--- config.mk ---
export PLATFORM = sky130hd
export DESIGN_NAME = branch_resolve_predict_count_target
export DESIGN_NICKNAME = d
export VERILOG_FILES = /design/src/logic/branch_resolve_pkg.sv /design/src/logic/branch_history_mem.sv /design/src/logic/branch_resolve_predict_count_target.sv
export SDC_FILE = /design/constraint.sdc
export NUM_CORES = 1
export LEC_CHECK = 0
export BUFFER_PORTS_ARGS = -buffer_cell sky130_fd_sc_hd__buf_2
export CORE_ASPECT_RATIO = 1.25
export CORE_MARGIN = 2
export CORE_UTILIZATION = 35
export CTS_CLUSTER_SIZE = 16
export DETAILED_ROUTE_END_ITERATION = 16
export HOLD_SLACK_MARGIN = 0.08
export PLACE_DENSITY_LB_ADDON = 0.25
export SLEW_MARGIN = 20
export SYNTH_ARGS = -nofsm -noshare
export SYNTH_HDL_FRONTEND = slang
export SYNTH_SLANG_ARGS = --single-unit
export TNS_END_PERCENT = 5
--- constraint.sdc ---
create_clock -name core_clk_i -period 6.5 [get_ports core_clk_i]
set_clock_uncertainty 0.2 [all_clocks]
set_input_delay 0.975 -clock core_clk_i [delete_from_list [all_inputs] [get_ports core_clk_i]]
set_output_delay 0.975 -clock core_clk_i [all_outputs]
set_load 0.03 [all_outputs]
--- src/logic/branch_resolve_pkg.sv ---
/*
 Constants, field positions, states and helper functions for the
 branch resolve and predict block. Assumes big-endian instruction bit
 numbering mapped onto a [31:0] word, bit 0 of the encoding at [31].
*/
package branch_resolve_pkg;
    // Primary and extended opcodes
    localparam logic [5:0] OPC_BCOND = 6'h10;
    localparam logic [5:0] OPC_XL = 6'h13;
    localparam logic [9:0] XO_TO_LINK = 10'h010;
    localparam logic [9:0] XO_TO_COUNT = 10'h210;
    // Instruction field positions
    localparam int OPC_HI = 31;
    localparam int OPC_LO = 26;
    localparam int OPT_HI = 25;
    localparam int OPT_LO = 21;
    localparam int SEL_HI = 20;
    localparam int SEL_LO = 16;
    localparam int DISP_HI = 15;
    localparam int DISP_LO = 2;
    localparam int SIGN_POS = 15;
    localparam int XO_HI = 10;
    localparam int XO_LO = 1;
    localparam int ABS_POS = 1;
    localparam int LINK_POS = 0;
    // Options field bits, little-endian inside the 5-bit field
    localparam int OPT_CR_SKIP = 4;
    localparam int OPT_CR_VAL = 3;
    localparam int OPT_CTR_SKIP = 2;
    localparam int OPT_CTR_VAL = 1;
    localparam int OPT_REVERSE = 0;
    // Sizes and reset values
    localparam logic [31:0] INSN_BYTES = 32'h0000_0004;
    localparam logic [31:0] ADDR_RESET = 32'h0000_0000;
    localparam int HIST_AW = 4;
    localparam int HIST_DEPTH = 16;
    localparam logic [1:0] HIST_RESET = 2'h1;
    localparam logic [1:0] HIST_MAX = 2'h3;
    localparam logic [1:0] HIST_MIN = 2'h0;

    typedef enum logic [1:0] {ST_IDLE, ST_LOOKUP, ST_WAIT} br_state_t;

    // Clears the two low-order address bits
    function automatic logic [31:0] word_align(input logic [31:0] a);
        return {a[31:2], 2'h0};
    endfunction : word_align

    // Default prediction with reversal; branch-always cannot be reversed
    function automatic logic predict_static(input logic [4:0] opt, input logic s);
        logic always_tk;
        always_tk = opt[OPT_CR_SKIP] & opt[OPT_CTR_SKIP];
        return always_tk | (s ^ opt[OPT_REVERSE]);
    endfunction : predict_static

    // Two-bit saturating history update
    function automatic logic [1:0] hist_step(input logic [1:0] c, input logic tk);
        if (tk) begin
            return (c == HIST_MAX) ? c : 2'(c + 2'h1);
        end
        return (c == HIST_MIN) ? c : 2'(c - 2'h1);
    endfunction : hist_step
endpackage : branch_resolve_pkg

--- src/logic/branch_history_mem.sv ---
/*
 Branch history table: two-bit counters, one read and one write port.
 Read data come from a register, so a lookup answers one cycle later.
*/
module branch_history_mem
    import branch_resolve_pkg::*;
(
    input wire logic core_clk_i,
    input wire logic rst_i,
    input wire logic [HIST_AW-1:0] rd_idx_i,
    output logic [1:0] rd_cnt_o,
    input wire logic wr_en_i,
    input wire logic [HIST_AW-1:0] wr_idx_i,
    input wire logic [1:0] wr_cnt_i
);
    logic [1:0] cnt_mem [HIST_DEPTH];

    // Counters start weakly not taken
    always_ff @(posedge core_clk_i) begin
        if (rst_i) begin
            for (int i = 0; i < HIST_DEPTH; i++) begin
                cnt_mem[i] <= HIST_RESET;
            end
        end else if (wr_en_i) begin
            cnt_mem[wr_idx_i] <= wr_cnt_i;
        end
    end

    // Registered read port
    always_ff @(posedge core_clk_i) begin
        if (rst_i) begin
            rd_cnt_o <= HIST_RESET;
        end else begin
            rd_cnt_o <= cnt_mem[rd_idx_i];
        end
    end
endmodule : branch_history_mem

--- src/logic/branch_resolve_predict_count_target.sv ---
/*
 Branch resolution and prediction for conditional branches, with the
 count-register target form and link update. Assumes the pipeline
 flags condition bits with a writer in flight on cr_pending_i and clears a
 flag in the cycle its result is visible on condition_register_i.
*/
// Operation
// - count-register target, low two bits cleared
// - linking form writes next address to link
// - test condition bit chosen by select index
// - taken goes to target, else sequential
// - check in-flight writers, resolve at once if none
// - hold unresolved until writer updates condition bits
// - fetch from predicted path after prediction
// - mispredict discards path and restarts fetch
// - correct prediction causes no flush or restart
// - displacement target computed before resolution
// - predict taken when sign or always-branch
// - sign taken from encoding bit sixteen
// - not-taken prediction fetches sequential instructions
// - link and count forms use zero sign
// - reversal bit inverts default prediction
// - branch-always predicted taken, reversal ignored
// - sign used even with absolute target
// - options bit two skips count decrement and test
// - options bit zero skips condition test
module branch_resolve_predict_count_target
    import branch_resolve_pkg::*;
(
    input wire logic core_clk_i,
    input wire logic rst_i,
    input wire logic dec_valid_i,
    input wire logic [31:0] decode_pc_i,
    input wire logic [31:0] decode_insn_i,
    input wire logic [31:0] condition_register_i,
    input wire logic [31:0] cr_pending_i,
    input wire logic [31:0] count_register_i,
    input wire logic [31:0] link_return_register_i,
    input wire logic dyn_predict_en_i,
    output logic decode_ready_o,
    output logic fetch_redirect_o,
    output logic [31:0] fetch_addr_o,
    output logic flush_o,
    output logic speculative_o,
    output logic predict_taken_o,
    output logic resolve_o,
    output logic resolve_taken_o,
    output logic link_wr_o,
    output logic [31:0] link_wdata_o,
    output logic ctr_wr_o,
    output logic [31:0] ctr_wdata_o
);
    br_state_t state;
    logic [5:0] opc;
    logic [9:0] xo;
    logic [4:0] opt;
    logic [4:0] sel;
    logic is_disp, is_to_link, is_to_count, dec_fire;
    logic sign_bit, unresolved, cr_ok, ctr_ok, taken_now, static_pred;
    logic [31:0] disp_ext, target, seq_addr, ctr_dec;
    logic [31:0] h_target, h_seq;
    logic [4:0] h_sel;
    logic h_cr_skip, h_cr_val, h_ctr_ok, h_static, h_always;
    logic [HIST_AW-1:0] h_idx, rd_idx;
    logic [1:0] hist_cnt, h_cnt;
    logic pred_now, outcome, wait_done;

    // One branch in flight; a second waits for resolution
    assign decode_ready_o = (state == ST_IDLE);

    // Field decode
    assign opc = decode_insn_i[OPC_HI:OPC_LO];
    assign xo = decode_insn_i[XO_HI:XO_LO];
    assign opt = decode_insn_i[OPT_HI:OPT_LO];
    assign sel = decode_insn_i[SEL_HI:SEL_LO];
    assign is_disp = (opc == OPC_BCOND);
    assign is_to_link = (opc == OPC_XL) && (xo == XO_TO_LINK);
    assign is_to_count = (opc == OPC_XL) && (xo == XO_TO_COUNT);
    assign dec_fire = dec_valid_i && decode_ready_o && (is_disp || is_to_link || is_to_count);

    // Target formed at decode, ahead of the condition
    assign disp_ext = {{16{decode_insn_i[SIGN_POS]}}, decode_insn_i[DISP_HI:DISP_LO], 2'h0};
    assign seq_addr = 32'(decode_pc_i + INSN_BYTES);
    always_comb begin
        if (is_disp) begin
            // Absolute flag picks the bare displacement
            target = decode_insn_i[ABS_POS] ? disp_ext : 32'(decode_pc_i + disp_ext);
        end else if (is_to_count) begin
            target = word_align(count_register_i);
        end else begin
            target = word_align(link_return_register_i);
        end
    end

    // Condition evaluation
    assign ctr_dec = 32'(count_register_i - 32'h0000_0001);
    // Count form cannot decrement; treated as count untested
    assign ctr_ok = opt[OPT_CTR_SKIP] | is_to_count
        | ((ctr_dec != 32'h0000_0000) ^ opt[OPT_CTR_VAL]);
    assign cr_ok = opt[OPT_CR_SKIP] | (condition_register_i[sel] == opt[OPT_CR_VAL]);
    assign taken_now = cr_ok && ctr_ok;
    assign unresolved = !opt[OPT_CR_SKIP] && cr_pending_i[sel];

    // Sign only exists for the displacement form, absolute or not
    assign sign_bit = is_disp & decode_insn_i[SIGN_POS];
    assign static_pred = predict_static(opt, sign_bit);

    // History lookup: decode index in idle, held index afterwards
    assign rd_idx = (state == ST_IDLE) ? decode_pc_i[HIST_AW+1:2] : h_idx;
    // Always-branch ignores history and reversal alike
    assign pred_now = h_always | (dyn_predict_en_i ? hist_cnt[1] : h_static);
    assign wait_done = (state == ST_WAIT) && !cr_pending_i[h_sel];
    assign outcome = h_ctr_ok && (h_cr_skip || condition_register_i[h_sel] == h_cr_val);

    branch_history_mem u_hist (
        .core_clk_i(core_clk_i),
        .rst_i(rst_i),
        .rd_idx_i(rd_idx),
        .rd_cnt_o(hist_cnt),
        .wr_en_i(wait_done),
        .wr_idx_i(h_idx),
        .wr_cnt_i(hist_step(h_cnt, outcome))
    );

    // Sequencer
    always_ff @(posedge core_clk_i) begin
        if (rst_i) begin
            state <= ST_IDLE;
        end else begin
            case (state)
                ST_IDLE: begin
                    if (dec_fire && unresolved) begin
                        state <= ST_LOOKUP;
                    end
                end
                ST_LOOKUP: begin
                    state <= ST_WAIT;
                end
                ST_WAIT: begin
                    if (wait_done) begin
                        state <= ST_IDLE;
                    end
                end
                default: begin
                    state <= ST_IDLE;
                end
            endcase
        end
    end

    // Branch context held while unresolved
    always_ff @(posedge core_clk_i) begin
        if (rst_i) begin
            h_target <= ADDR_RESET;
            h_seq <= ADDR_RESET;
            h_sel <= 5'h00;
            h_cr_skip <= 1'b0;
            h_cr_val <= 1'b0;
            h_ctr_ok <= 1'b0;
            h_static <= 1'b0;
            h_always <= 1'b0;
            h_idx <= '0;
            h_cnt <= HIST_RESET;
        end else if (dec_fire) begin
            h_target <= target;
            h_seq <= seq_addr;
            h_sel <= sel;
            h_cr_skip <= opt[OPT_CR_SKIP];
            h_cr_val <= opt[OPT_CR_VAL];
            h_ctr_ok <= ctr_ok;
            h_static <= static_pred;
            h_always <= opt[OPT_CR_SKIP] & opt[OPT_CTR_SKIP];
            h_idx <= decode_pc_i[HIST_AW+1:2];
        end else if (state == ST_LOOKUP) begin
            h_cnt <= hist_cnt;
        end
    end

    // Fetch steering, prediction and flush
    always_ff @(posedge core_clk_i) begin
        if (rst_i) begin
            fetch_redirect_o <= 1'b0;
            fetch_addr_o <= ADDR_RESET;
            flush_o <= 1'b0;
            predict_taken_o <= 1'b0;
        end else begin
            fetch_redirect_o <= 1'b0;
            flush_o <= 1'b0;
            if (dec_fire && !unresolved && taken_now) begin
                // Resolved taken; not taken just keeps fetching on
                fetch_redirect_o <= 1'b1;
                fetch_addr_o <= target;
            end else if (state == ST_LOOKUP) begin
                predict_taken_o <= pred_now;
                // Predicted not taken: sequential fetch carries on
                if (pred_now) begin
                    fetch_redirect_o <= 1'b1;
                    fetch_addr_o <= h_target;
                end
            end else if (wait_done && outcome != predict_taken_o) begin
                // Wrong path dropped, fetch restarts on the right one
                flush_o <= 1'b1;
                fetch_redirect_o <= 1'b1;
                fetch_addr_o <= outcome ? h_target : h_seq;
            end
        end
    end

    // Resolution report and speculation window
    always_ff @(posedge core_clk_i) begin
        if (rst_i) begin
            resolve_o <= 1'b0;
            resolve_taken_o <= 1'b0;
            speculative_o <= 1'b0;
        end else begin
            resolve_o <= (dec_fire && !unresolved) || wait_done;
            if (dec_fire && !unresolved) begin
                resolve_taken_o <= taken_now;
            end else if (wait_done) begin
                resolve_taken_o <= outcome;
            end
            // Pipeline holds commits while this is high
            if (dec_fire && unresolved) begin
                speculative_o <= 1'b1;
            end else if (wait_done) begin
                speculative_o <= 1'b0;
            end
        end
    end

    // Link and count updates; the branch itself is never speculative
    always_ff @(posedge core_clk_i) begin
        if (rst_i) begin
            link_wr_o <= 1'b0;
            link_wdata_o <= ADDR_RESET;
            ctr_wr_o <= 1'b0;
            ctr_wdata_o <= ADDR_RESET;
        end else begin
            link_wr_o <= dec_fire && decode_insn_i[LINK_POS];
            ctr_wr_o <= dec_fire && !opt[OPT_CTR_SKIP] && !is_to_count;
            if (dec_fire) begin
                link_wdata_o <= seq_addr;
                ctr_wdata_o <= ctr_dec;
            end
        end
    end
endmodule : branch_resolve_predict_count_target
==> results.md <==
- Final setup viols: 0
- Distinct cells, synth: 73
- Synth Area in Adders: 3.437%
- Hold Worst Slack: 0.2414 ns
- First-pass GRT wire length: 71.50 mm
- Synth Area in Simple Gates: 22.71%
- Initial antenna violation count: 7
- Commonest non-fill, non-tap cell in the layout: buf_2
- Final wirelength: 47.69 mm
- Synth Area in XOR/XNOR: 4.921%
- Final #Nets: 1977
- Final hold viol count: 0
- HPWL after DPL: 36.70 mm
- Mux contribution to synthesized area: 14.26%
- Synth area leaders: dfxtp_1 24%, edfxtp_1 7.5%, mux2i_1 5.5%
- Post-route ant nets: 0
- Sink Count: 188
- CTS H-Tree Depth: 4
- WL per Instance: 21.22 um
- Syn Std Cell Area: 12810 um2
- Seq. cell area: 4084 um2
- Slowest CP cell: or4b_1
- CP Class: input pin to register
- Main combinational cell family by area after synthesis: simple AND/OR/NAND/NOR gates
- Max Freq: 0.2103 GHz
- GRT Overall Usage: 24.63%
- Slew @ Worst Pin: 1.033 ns
- P&R area growth vs syn: 18.86%
- Gp weighted congestion: 0.9827
- Detailed-router iteration count before antenna repair: 5
- # fillers: 3696
- Max-cap check violation count: 0
- Initial Utilization: 35.39%
- Ys async rst share: 0%
- # rows: 78
- DP Area: 14630 um2
- Area leader, netlist: dfxtp_1
- Vias in the first global route: 12070
- CTS tree: done
- Post-synth EDFFs: 32
- Critical path launch point type: input pin
- Critical path arrival: 4.95 ns
- Pin count of the biggest net entering global routing: 98
- Layout cells sized above 1: 25.84%
- CP endpoint kind: register
- Hold Buf Count CTS: 0
- Clock-pin slew on the worst setup and hold paths: 0.07 ns
- Vias per std cell: 5.574
- R2R cell count: 11
- Most frequent CP cell: buf_4
- Synth top area share: 24.37%
- Core area: 36210 um2
- Crit path required time: 6.69 ns
- Hold Crit Class: register to register
- Num CTS Buffers: 17
- Die ar.: 38170 um2
- Unrepaired setup endpoints after global routing: no
- Setup TNS: 0 ns
- CTS max path bufs: 2
- Worst Path Max Fanout: 32
- Setup WS pre-CTS: 1.298 ns
- Die width: 175.1 um
- Chip height: 217.9 um
- Post-CTS setup buffers: 0
- Status: finished clean
- Syn avg cell area: 8.419 um2
- Compound-gate portion of the synthesized area: 18.59%
- CP cell instances: buf_2 -> inv_1 -> ha_1 -> or4b_1 -> buf_4 -> nor4_1 -> xnor2_1 -> nand4_1 -> or4_1 -> xor2_1 -> o31ai_4 -> buf_4 -> mux2_2 -> nor2_1
- Final period util: 73.15%
- Multi-input gate area: 8219 um2
- Root buffer cell: clkbuf_16
- Part of the Yosys area used for sequential elements: 31.87%
- Fin util: 42.06%
- Post-Layout Inst Area: 15230 um2
- Tmin final: 4.755 ns
- Syn nets: 1751
- Cell Pwr Density: 180.3 nW/um2
- Post-route DRC: 0
- Pins Over Slew Limit: 0
- PostCTS Resize Cnt: 0
- P_leak: 5.843 nW
- I/O Pins: 301
- Number of synthesized register bits: 188
- Slew margin rel.: 31.11%
- VDD IR max: 0.1656 mV
- Hold depth: 1
- CP max stage delay: 0.53 ns
- Setup ws final: 1.745 ns
- Routed vias: 12520
- Yosys Warn Count: 0
- Mapped Cells: 1522
- Worst skew pair latency: 0.47 ns
- Commonest non-fill, non-tap cells in the layout: 297 x buf_2, 168 x nor2_1, 167 x nand2_1
- Port bufs: 298
- Initial drt markers: 782
- Gr ovfl total: 0
- Ys flop type: dfxtp_1
==> flip-flops by register name, indices dropped and copies added, names as in the netlist, 2 cells and up <==
register / flops
h_cnt: 2
link_wdata_o: 32
h_target: 32
fetch_addr_o: 32
ctr_wdata_o: 32
state: 2
h_idx: 4
h_sel: 5
u_hist.cnt_mem: 32
u_hist.rd_cnt_o: 2
==> worst max-delay path: cells and delay by family <==
kind	cells	cell delay, ns
mux	1	0.40
xor+xnor	2	0.40
fa+ha+maj	1	0.41
compound gates	1	0.18
buf+inv	4	0.90
simple gates	5	1.62
==> layout make-up <==
class	instances	area share (%)
multi-input cells	1201	53.97
flip-flops and latches	188	26.82
repair buffers	316	10.72
clock buffers	18	2.884
inverters	24	0.5915
diodes	6	0.09859
well taps	480	3.943
clock inverters	14	0.9777
==> per-stage QoR <==
step | total power, mW | instances
after floorplan | 1.502 | 1522
after global placement | 1.685 | 2209
after detailed placement | 1.687 | 2209
after CTS | 2.765 | 2241
after global routing | 2.851 | 2247
final | 2.747 | 2247
==> where the power goes <==
part	switching [mW]	leakage, nW	total, mW	internal (mW)
sequential	0.00493	1.53	1.19	1.19
clock	0.525	0.293	1.08	0.554
combinational	0.286	4.02	0.473	0.187
total	0.816	5.84	2.75	1.93
==> per-layer routing <==
layer / wire length (um) / part of all wire [%] / vias up / global-route usage (%)
li1: - / - / 6017 / -
met1: 19000 / 40 / 5982 / 27.88
met2: 23380 / 49 / 418 / 42.66
met3: 2536 / 5.3 / 107 / 4.202
met4: 2773 / 5.8 / 0 / 15.89
met5: 0 / 0 / - / 0
==> path summary, 6_finish.rpt <==
check	from	endpoint	slack, ns
setup / recovery	count_register_i[1]	fetch_addr_o[23]	1.75
hold / removal	u_hist.rd_cnt_o[0]	h_cnt[0]	0.24
setup reg to reg	h_sel[1]	fetch_addr_o[9]	1.96
hold reg to reg	u_hist.rd_cnt_o[0]	h_cnt[0]	0.24
==> cell families after synthesis <==
logic type	after synthesis
fa+ha+maj	35
simple gates	605
mux	140
compound gates	349
xor+xnor	72
flops	188
buf+inv	133
==> cells in the mapped netlist (11+ instances only) <==
library cell,number
xnor2_1,49
a21oi_1,107
inv_1,24
a211oi_1,75
nand3_1,51
xor2_1,23
nor3_1,34
o211ai_1,24
mux4_2,30
or3_1,17
dfxtp_1,156
mux2_2,40
nand2b_1,47
mux2i_1,70
o21ai_0,30
nand4_1,18
edfxtp_1,32
and3_1,15
buf_2,13
nor4_1,15
nor2_1,169
clkbuf_1,86
a21o_1,11
nand2_1,167
ha_1,32
nor2b_1,26
No activity file was read; power rests on OpenSTA's default activity.
